==> src/hw/tsc_pkg.sv <==
// Summary of operation
// - Alert mask bit 7 disables alert output
// - Mask ignored when pin is second overtemp
// - Halt bit clear: convert continuously at rate
// - Halt set: finish current conversion, then stop
// - Halt cleared again: resume continuous conversions
// - Bit 5 selects alert or second overtemp
// - Bit 2 selects standard or extended range
// - Rate code changes idle time only
// - Codes 00h-09h double rate; default 08h
// - Trigger write in shutdown runs one cycle
// - Trigger data byte is discarded
// - Signed ideality byte, read/write, resets 00h
// - Ideality scaled by 2088 over 2088+N
// - Offset added to every remote result
// - General call 06h resets all, aborts conversion
// - Other general call bytes change nothing
// - Pointer FEh reads fixed maker code
// - First written byte loads pointer; resets 00h
// - Config written at 09h, read at 03h
package tsc_pkg;
  localparam logic [7:0] PTR_CFG_RD = 8'h03;
  localparam logic [7:0] PTR_CFG_WR = 8'h09;
  localparam logic [7:0] PTR_RATE_RD = 8'h04;
  localparam logic [7:0] PTR_RATE_WR = 8'h0A;
  localparam logic [7:0] PTR_ONESHOT = 8'h0F;
  localparam logic [7:0] PTR_OFFSET = 8'h11;
  localparam logic [7:0] PTR_IDEAL = 8'h23;
  localparam logic [7:0] PTR_MAKER = 8'hFE;
  localparam logic [7:0] PTR_RST = 8'h00;
  localparam logic [7:0] CFG_RST = 8'h00;
  localparam logic [7:0] RATE_RST = 8'h08;
  localparam logic [7:0] RATE_MAX = 8'h09;
  localparam logic [7:0] IDEAL_RST = 8'h00;
  localparam logic [7:0] OFFSET_RST = 8'h00;
  localparam int CFG_MASK_BIT = 7;
  localparam int CFG_HALT_BIT = 6;
  localparam int CFG_PIN_BIT = 5;
  localparam int CFG_RANGE_BIT = 2;
  localparam logic [7:0] CFG_WR_MASK = 8'hE4;
  localparam logic [7:0] GC_ADDR = 8'h00;
  localparam logic [7:0] GC_RESET = 8'h06;
  localparam logic [11:0] ETA_BASE = 12'h828;
  localparam int CLK_PERIOD_NS = 8;
  localparam int RATE_BASE_NS = 31250000;
  localparam int RATE_BASE_CYC = RATE_BASE_NS / CLK_PERIOD_NS;
  typedef enum logic [4:0] {
    BS_IDLE = 5'h01,
    BS_RX = 5'h02,
    BS_ACK = 5'h04,
    BS_TX = 5'h08,
    BS_RACK = 5'h10
  } tsc_bus_t;
  typedef enum logic [3:0] {
    CS_IDLE = 4'h1,
    CS_CONV = 4'h2,
    CS_WAIT = 4'h4,
    CS_HALT = 4'h8
  } tsc_conv_t;
endpackage

==> src/hw/tsc_regs.sv <==
`timescale 1ns/100ps
module tsc_regs
  import tsc_pkg::*;
#(
  parameter logic [6:0] DEV_ADDR = 7'h2A,
  // Arbitrary maker code, not tied to any real vendor
  parameter logic [7:0] MAKER_ID = 8'hA5,
  parameter int RATE_TICK_CYC = RATE_BASE_CYC
)
(
  input wire logic CORE_CLK,
  input wire logic RST,
  input wire logic SCL_IN,
  input wire logic SDA_IN,
  output logic SDA_OUT,
  output logic SDA_OE,
  input wire logic CONV_DONE,
  input wire logic [11:0] REMOTE_RAW,
  input wire logic REMOTE_VALID,
  output logic CONV_START,
  output logic CONV_ABORT,
  output logic CONV_BUSY,
  output logic ALERT_ENABLE,
  output logic PIN_OVERTEMP_SEL,
  output logic RANGE_EXT,
  output logic [7:0] IDEALITY_ADJ,
  output logic [11:0] ETA_DENOM,
  output logic [11:0] REMOTE_CORR,
  output logic REMOTE_CORR_VALID
);
  typedef struct packed {
    logic scl1;
    logic scl2;
    logic scl3;
    logic sda1;
    logic sda2;
    logic sda3;
    tsc_bus_t bst;
    logic [3:0] cnt;
    logic [7:0] sh;
    logic [7:0] tx;
    logic [1:0] bidx;
    logic rd;
    logic gc;
    logic sda_o;
    logic sda_oe;
    logic [7:0] ptr;
    logic [7:0] cfg;
    logic [7:0] rate;
    logic [7:0] ideal;
    logic [7:0] offs;
    tsc_conv_t cst;
    logic one_shot;
    logic [21:0] tick;
    logic [9:0] nticks;
    logic start;
    logic abort;
    logic busy;
    logic alert_en;
    logic pin_sel;
    logic rng;
    logic [11:0] denom;
    logic [11:0] rcorr;
    logic rvalid;
  } tsc_state_t;

  tsc_state_t cur_ff;
  tsc_state_t nxt_ff;

  function automatic logic [7:0] read_byte(input logic [7:0] ptr, input tsc_state_t s);
    logic [7:0] v;
    v = 8'h00;
    case (ptr)
      PTR_CFG_RD: v = s.cfg;
      PTR_RATE_RD: v = s.rate;
      PTR_IDEAL: v = s.ideal;
      PTR_OFFSET: v = s.offs;
      PTR_MAKER: v = MAKER_ID;
      default: v = 8'h00;
    endcase
    return v;
  endfunction

  // Ticks of 1/32 s per period: code 09h is one tick, each lower code doubles it
  function automatic logic [9:0] period_ticks(input logic [7:0] code);
    logic [3:0] c;
    c = (code > RATE_MAX) ? RATE_MAX[3:0] : code[3:0];
    return 10'(10'h001 << (4'h9 - c));
  endfunction

  always_comb
  begin
    logic scl_rise;
    logic scl_fall;
    logic start_cond;
    logic stop_cond;
    logic wr_pulse;
    logic soft_rst;
    logic tick_wrap;
    logic [7:0] wr_ptr;
    logic [7:0] wr_data;
    scl_rise = 1'b0;
    scl_fall = 1'b0;
    start_cond = 1'b0;
    stop_cond = 1'b0;
    wr_pulse = 1'b0;
    soft_rst = 1'b0;
    tick_wrap = 1'b0;
    wr_ptr = 8'h00;
    wr_data = 8'h00;
    nxt_ff = cur_ff;
    nxt_ff.scl1 = SCL_IN;
    nxt_ff.scl2 = cur_ff.scl1;
    nxt_ff.scl3 = cur_ff.scl2;
    nxt_ff.sda1 = SDA_IN;
    nxt_ff.sda2 = cur_ff.sda1;
    nxt_ff.sda3 = cur_ff.sda2;
    nxt_ff.sda_o = 1'b0;
    nxt_ff.start = 1'b0;
    nxt_ff.abort = 1'b0;
    nxt_ff.rvalid = 1'b0;
    scl_rise = cur_ff.scl2 & ~cur_ff.scl3;
    scl_fall = ~cur_ff.scl2 & cur_ff.scl3;
    start_cond = cur_ff.scl2 & cur_ff.sda3 & ~cur_ff.sda2;
    stop_cond = cur_ff.scl2 & ~cur_ff.sda3 & cur_ff.sda2;

    // Two-wire slave, sampled on the core clock
    if (start_cond)
    begin
      nxt_ff.bst = BS_RX;
      nxt_ff.cnt = 4'h0;
      nxt_ff.bidx = 2'h0;
      nxt_ff.gc = 1'b0;
      nxt_ff.rd = 1'b0;
      nxt_ff.sda_oe = 1'b0;
    end
    else if (stop_cond)
    begin
      nxt_ff.bst = BS_IDLE;
      nxt_ff.sda_oe = 1'b0;
    end
    else
    begin
      case (cur_ff.bst)
        BS_IDLE:
        begin
          nxt_ff.sda_oe = 1'b0;
        end
        BS_RX:
        begin
          if (scl_rise && cur_ff.cnt < 4'h8)
          begin
            nxt_ff.sh = {cur_ff.sh[6:0], cur_ff.sda2};
            nxt_ff.cnt = cur_ff.cnt + 4'h1;
          end
          else if (scl_fall && cur_ff.cnt == 4'h8)
          begin
            nxt_ff.bst = BS_ACK;
            nxt_ff.sda_oe = 1'b1;
            if (cur_ff.bidx != 2'h2)
              nxt_ff.bidx = cur_ff.bidx + 2'h1;
            if (cur_ff.bidx == 2'h0)
            begin
              if (cur_ff.sh == GC_ADDR)
                nxt_ff.gc = 1'b1;
              else if (cur_ff.sh[7:1] == DEV_ADDR)
                nxt_ff.rd = cur_ff.sh[0];
              else
              begin
                nxt_ff.bst = BS_IDLE;
                nxt_ff.sda_oe = 1'b0;
              end
            end
            else if (cur_ff.gc)
            begin
              if (cur_ff.bidx == 2'h1 && cur_ff.sh == GC_RESET)
                soft_rst = 1'b1;
            end
            else if (cur_ff.bidx == 2'h1)
              nxt_ff.ptr = cur_ff.sh;
            else
            begin
              wr_pulse = 1'b1;
              wr_ptr = cur_ff.ptr;
              wr_data = cur_ff.sh;
            end
          end
        end
        BS_ACK:
        begin
          if (scl_fall)
          begin
            nxt_ff.cnt = 4'h0;
            nxt_ff.sda_oe = 1'b0;
            nxt_ff.bst = BS_RX;
            if (cur_ff.rd)
            begin
              // Top bit goes out at once, inverted into the pull-down enable
              {nxt_ff.sda_oe, nxt_ff.tx} = {read_byte(cur_ff.ptr, cur_ff), 1'b0} ^ 9'h100;
              nxt_ff.cnt = 4'h1;
              nxt_ff.bst = BS_TX;
            end
          end
        end
        BS_TX:
        begin
          if (scl_fall)
          begin
            if (cur_ff.cnt == 4'h8)
            begin
              nxt_ff.sda_oe = 1'b0;
              nxt_ff.bst = BS_RACK;
            end
            else
            begin
              nxt_ff.sda_oe = ~cur_ff.tx[7];
              nxt_ff.tx = {cur_ff.tx[6:0], 1'b0};
              nxt_ff.cnt = cur_ff.cnt + 4'h1;
            end
          end
        end
        BS_RACK:
        begin
          if (scl_rise)
            nxt_ff.bst = cur_ff.sda2 ? BS_IDLE : BS_ACK;
        end
        default:
        begin
          nxt_ff.bst = BS_IDLE;
          nxt_ff.sda_oe = 1'b0;
        end
      endcase
    end

    // Register writes; reserved config bits are dropped
    if (wr_pulse)
    begin
      case (wr_ptr)
        PTR_CFG_WR: nxt_ff.cfg = wr_data & CFG_WR_MASK;
        PTR_RATE_WR: nxt_ff.rate = wr_data;
        PTR_IDEAL: nxt_ff.ideal = wr_data;
        PTR_OFFSET: nxt_ff.offs = wr_data;
        default: nxt_ff.rate = nxt_ff.rate;
      endcase
    end

    // Period timer runs from each conversion start, so the rate only stretches idle time
    if (cur_ff.tick == 22'(RATE_TICK_CYC - 1))
    begin
      nxt_ff.tick = 22'h000000;
      tick_wrap = 1'b1;
    end
    else
      nxt_ff.tick = cur_ff.tick + 22'h000001;
    if (tick_wrap && cur_ff.nticks != 10'h000)
      nxt_ff.nticks = cur_ff.nticks - 10'h001;

    case (cur_ff.cst)
      CS_IDLE:
      begin
        nxt_ff.start = 1'b1;
        nxt_ff.busy = 1'b1;
        nxt_ff.one_shot = 1'b0;
        nxt_ff.tick = 22'h000000;
        nxt_ff.nticks = period_ticks(cur_ff.rate);
        nxt_ff.cst = CS_CONV;
      end
      CS_CONV:
      begin
        if (CONV_DONE)
        begin
          nxt_ff.busy = 1'b0;
          if (cur_ff.cfg[CFG_HALT_BIT] || cur_ff.one_shot)
            nxt_ff.cst = CS_HALT;
          else
            nxt_ff.cst = CS_WAIT;
        end
      end
      CS_WAIT:
      begin
        if (cur_ff.cfg[CFG_HALT_BIT])
          nxt_ff.cst = CS_HALT;
        // Leave two cycles early so the start-to-start spacing is exact
        else if (cur_ff.nticks == 10'h000 || (cur_ff.nticks == 10'h001
          && cur_ff.tick == 22'(RATE_TICK_CYC - 2)))
          nxt_ff.cst = CS_IDLE;
      end
      CS_HALT:
      begin
        if (!cur_ff.cfg[CFG_HALT_BIT])
          nxt_ff.cst = CS_IDLE;
        else if (wr_pulse && wr_ptr == PTR_ONESHOT)
        begin
          // Data byte of this write is never stored
          nxt_ff.start = 1'b1;
          nxt_ff.busy = 1'b1;
          nxt_ff.one_shot = 1'b1;
          nxt_ff.cst = CS_CONV;
        end
      end
      default: nxt_ff.cst = CS_IDLE;
    endcase

    if (REMOTE_VALID)
    begin
      nxt_ff.rcorr = 12'(REMOTE_RAW + {cur_ff.offs, 4'h0});
      nxt_ff.rvalid = 1'b1;
    end

    if (soft_rst)
    begin
      nxt_ff.ptr = PTR_RST;
      nxt_ff.cfg = CFG_RST;
      nxt_ff.rate = RATE_RST;
      nxt_ff.ideal = IDEAL_RST;
      nxt_ff.offs = OFFSET_RST;
      nxt_ff.cst = CS_IDLE;
      nxt_ff.start = 1'b0;
      nxt_ff.busy = 1'b0;
      nxt_ff.abort = cur_ff.busy;
    end

    // Mask only counts while the shared pin is the alert output
    nxt_ff.alert_en = ~(nxt_ff.cfg[CFG_MASK_BIT] & ~nxt_ff.cfg[CFG_PIN_BIT]);
    nxt_ff.pin_sel = nxt_ff.cfg[CFG_PIN_BIT];
    nxt_ff.rng = nxt_ff.cfg[CFG_RANGE_BIT];
    nxt_ff.denom = 12'(ETA_BASE + {{4{nxt_ff.ideal[7]}}, nxt_ff.ideal});
  end

  always_ff @(posedge CORE_CLK)
  begin
    if (RST)
    begin
      cur_ff <= '0;
      cur_ff.scl1 <= 1'b1;
      cur_ff.scl2 <= 1'b1;
      cur_ff.scl3 <= 1'b1;
      cur_ff.sda1 <= 1'b1;
      cur_ff.sda2 <= 1'b1;
      cur_ff.sda3 <= 1'b1;
      cur_ff.bst <= BS_IDLE;
      cur_ff.ptr <= PTR_RST;
      cur_ff.cfg <= CFG_RST;
      cur_ff.rate <= RATE_RST;
      cur_ff.ideal <= IDEAL_RST;
      cur_ff.offs <= OFFSET_RST;
      cur_ff.cst <= CS_IDLE;
      cur_ff.alert_en <= 1'b1;
      cur_ff.denom <= ETA_BASE;
    end
    else
      cur_ff <= nxt_ff;
  end

  assign SDA_OUT = cur_ff.sda_o;
  assign SDA_OE = cur_ff.sda_oe;
  assign CONV_START = cur_ff.start;
  assign CONV_ABORT = cur_ff.abort;
  assign CONV_BUSY = cur_ff.busy;
  assign ALERT_ENABLE = cur_ff.alert_en;
  assign PIN_OVERTEMP_SEL = cur_ff.pin_sel;
  assign RANGE_EXT = cur_ff.rng;
  assign IDEALITY_ADJ = cur_ff.ideal;
  assign ETA_DENOM = cur_ff.denom;
  assign REMOTE_CORR = cur_ff.rcorr;
  assign REMOTE_CORR_VALID = cur_ff.rvalid;
endmodule

==> config.mk <==
export PLATFORM = sky130hd
export DESIGN_NAME = tsc_regs
export DESIGN_NICKNAME = d
export VERILOG_FILES = /design/src/hw/tsc_pkg.sv /design/src/hw/tsc_regs.sv
export SDC_FILE = /design/constraint.sdc
export NUM_CORES = 1
export LEC_CHECK = 0
export ABC_AREA = 1
export BUFFER_PORTS_ARGS = -buffer_cell sky130_fd_sc_hd__buf_4
export CORE_MARGIN = 4
export CORE_UTILIZATION = 25
export DETAILED_ROUTE_END_ITERATION = 10
export HOLD_SLACK_MARGIN = 0.1
export PLACE_DENSITY = 0.36
export SYNTH_ARGS = -nofsm -noshare
export SYNTH_HDL_FRONTEND = slang
export SYNTH_SLANG_ARGS = --single-unit
==> constraint.sdc <==
create_clock -name CORE_CLK -period 2.9 [get_ports CORE_CLK]
set_input_delay 0.145 -clock CORE_CLK [delete_from_list [all_inputs] [get_ports CORE_CLK]]
set_output_delay 0.145 -clock CORE_CLK [all_outputs]
set_load 0.05 [all_outputs]
==> flow_summary.toml <==
[clock_tree]
numClockSinks = 134
clock_path_buffers = 2
root_buffer = "clkbuf_16"
cts_tree = "done"
clkTransAtPathRegs_ns = 0.06
cts_buffers = 17
clk_latency_ns = 0.42
htreeDepth = 4
post_cts_buffers = 0

[detailed_routing]
vias = 6561
wl_per_cell_um = 15.2
avgViaCountPerCell = 4.47
drtPass1Iterations = 4
drt_wl_total_um = 22300
drc = 0
ant_nets = 0
drt_iter0_drc = 408

[sta]
rsz0062_at_grt = "no"
worst_pin_slew_ns = 0.778
hold_ws_ns = 0.127
fmax_mhz = 397
period_minus_slack_ns = 2.52
setup-violations-final = 0
maxSlewViolCount = 0
hold_viol = 0
setup_ws_ns = 0.383
min_period_over_period_pct = 86.8
slew_headroom_pct = 48.1
finalSetupTns_ns = 0
fin_skew_ns = 0.0123

[synthesis]
synth_enable_flop_cells = 0
syn_avg_cell_area_sq_um = 7.00
ys_top_cells_by_area = "dfxtp_1, nand2_1, nor2_1"
yosys_warnings = 0
syn_nets = 1069
ys.flop_type = "dfxtp_1"
synthCells = 1030
ys_seq_area_share_pct = 37.2
synth_compound_area_share_pct = 14.1
ys_async_sr_fraction_pct = 0
synthSimpleGateAreaFrac_pct = 30.6
synth_top_area_share_pct = 37.2
synth_fa_ha_area_share_pct = 3.75
synth.area.mux_share_pct = 0
synthesis.area_sq_um = 7210
yosys.cell_types.count = 42
synth_seq_cells = 134
synth_top_family_by_area = "simple AND/OR/NAND/NOR gates"
synthXorXnorAreaFrac_pct = 1.94
yosysTopAreaCell = "dfxtp_1"

[worst_setup_path]
cp.required_ns = 3.26
path_max_fanout = 12
crit_family = "simple AND/OR/NAND/NOR gates"
cp-end-kind = "flop"
crit_type = "flop to flop"
crit_arrival_ns = 2.88
slowest_stage = "nor3_2"
startpoint_type = "flop"
crit_path_frequent_cell = "ha_1"
cpPeakStageDelay_ns = 0.34
worstPathCellList = "inv_1 -> ha_1 -> inv_2 -> nor3_1 -> nand3_1 -> nor3_2 -> buf_4 -> nor2_1 -> ha_1 -> inv_1 -> nand2_1 -> nand2_1 -> ha_1 -> nor2_1"
crit_buf_inv = 4

[min_path]
hp-class = "input pin to flop"

[outcome]
status = "finished clean"

[place]
post-place-ws_ns = 0.227
dp_hpwl_um = 17000
gp_congestion = 0.815
dpl.cell_count = 1428
portBuffers = 57

[layout]
antenna_cells = 0
fin_cells = 1469
final_common_cell = "nand2_1"
drive_above_1_share_pct = 14.5
final_nets = 1117
mostFrequentLayoutCells = "nand2_1, dfxtp_1, nor2_1"
fillers = 3177
syn2layout_area_growth_pct = 18.7

[global_route]
antenna_found_initial = 0
grt_max_degree = 41
grt_pass1_wl_um = 36100
grtUsageTotal_pct = 14.6
gr-total-overflow = 0
first_global_vias = 6435

[die]
initial_core_util_pct = 25.7
die-area_sq_um = 31600
die_h_um = 178
io_pins = 59
die_w_um = 178
rows = 61
core_sq_um = 28100

[power]
vdd_ir_drop_max_uv = 275
power_mw = 5.40
powerDensity_nw_per_um2 = 631
static-leakage-power_nw = 3.63

[job]
max-cap-violations = 0
area by class of cell:
class / count / area (sq um) / area share [%]
clock buffers: 19 / 433 / 5.06
clock inverters: 13 / 148 / 1.73
inverters: 139 / 522 / 6.10
multi-input cells: 702 / 3640 / 42.6
flip-flops and latches: 134 / 2680 / 31.4
well taps: 378 / 473 / 5.53
repair buffers: 84 / 653 / 7.63
metal layers:
| layer | wire length (um) | GRT usage, % |
|---|---|---|
| met1 | 11800 | 21.4 |
| met2 | 9460 | 21.8 |
| met3 | 698 | 2.83 |
| met4 | 274 | 3.96 |
| met5 | 0 | 0 |
Yosys cell counts, drive strengths merged (20+ instances only):
library cell	n
nand4	26
nand2	181
inv	138
nand3	59
o21ai	75
buf	46
nor2	149
dfxtp	134
ha	20
a21oi	74
nor3	43
power by group:
part | internal, mW | switching (mW)
clock | 1.28 | 0.913
sequential | 1.97 | 0.109
combinational | 0.368 | 0.758
worst min-delay path, delay by kind of cell:
kind / cells / cell delay (ns)
buf+inv: 2 / 0.22
compound gates: 1 / 0.10
simple gates: 1 / 0.04
flip-flops by register name, summed over array words and instances (netlist names):
name and count:
cur_ff 99, REMOTE_CORR 12, ETA_DENOM 9, IDEALITY_ADJ 8, ALERT_ENABLE 1, CONV_ABORT 1
CONV_BUSY 1, CONV_START 1, REMOTE_CORR_VALID 1, SDA_OE 1
repair_timing:
| action | 4_1_cts | 5_1_grt |
|---|---|---|
| hold buffers | 9 | 0 |
| resized for setup | 0 | 1 |
| hold endpoints to repair | 10 | 0 |
| endpoints found under the setup margin | 0 | 1 |
metrics by stage:
step	util (%)	area, sq um
finish	30.5	8560
global route	30.5	8560
CTS	30.4	8550
detailed placement	28.1	7880
global placement	28.1	7880
floorplan	-	7210
final timing paths:
kind | from | end | slack [ns] | cells after the start
setup / recovery | cur_ff[113] | ETA_DENOM[7] | 0.38 | 14
hold / removal | CONV_DONE | cur_ff[65] | 0.13 | 4
setup reg to reg | cur_ff[113] | ETA_DENOM[7] | 0.38 | 14
hold reg to reg | cur_ff[144] | cur_ff[143] | 0.42 | 1
logic make-up after synthesis:
family / count (synthesis)
and+or+nand+nor: 481
buffers and inverters: 194
AOI/OAI and AO/OA: 183
DFF: 134
adders and majority gates: 21
xor gates and xnor gates: 16
other: 1
Power figures use the tool's default switching activity.
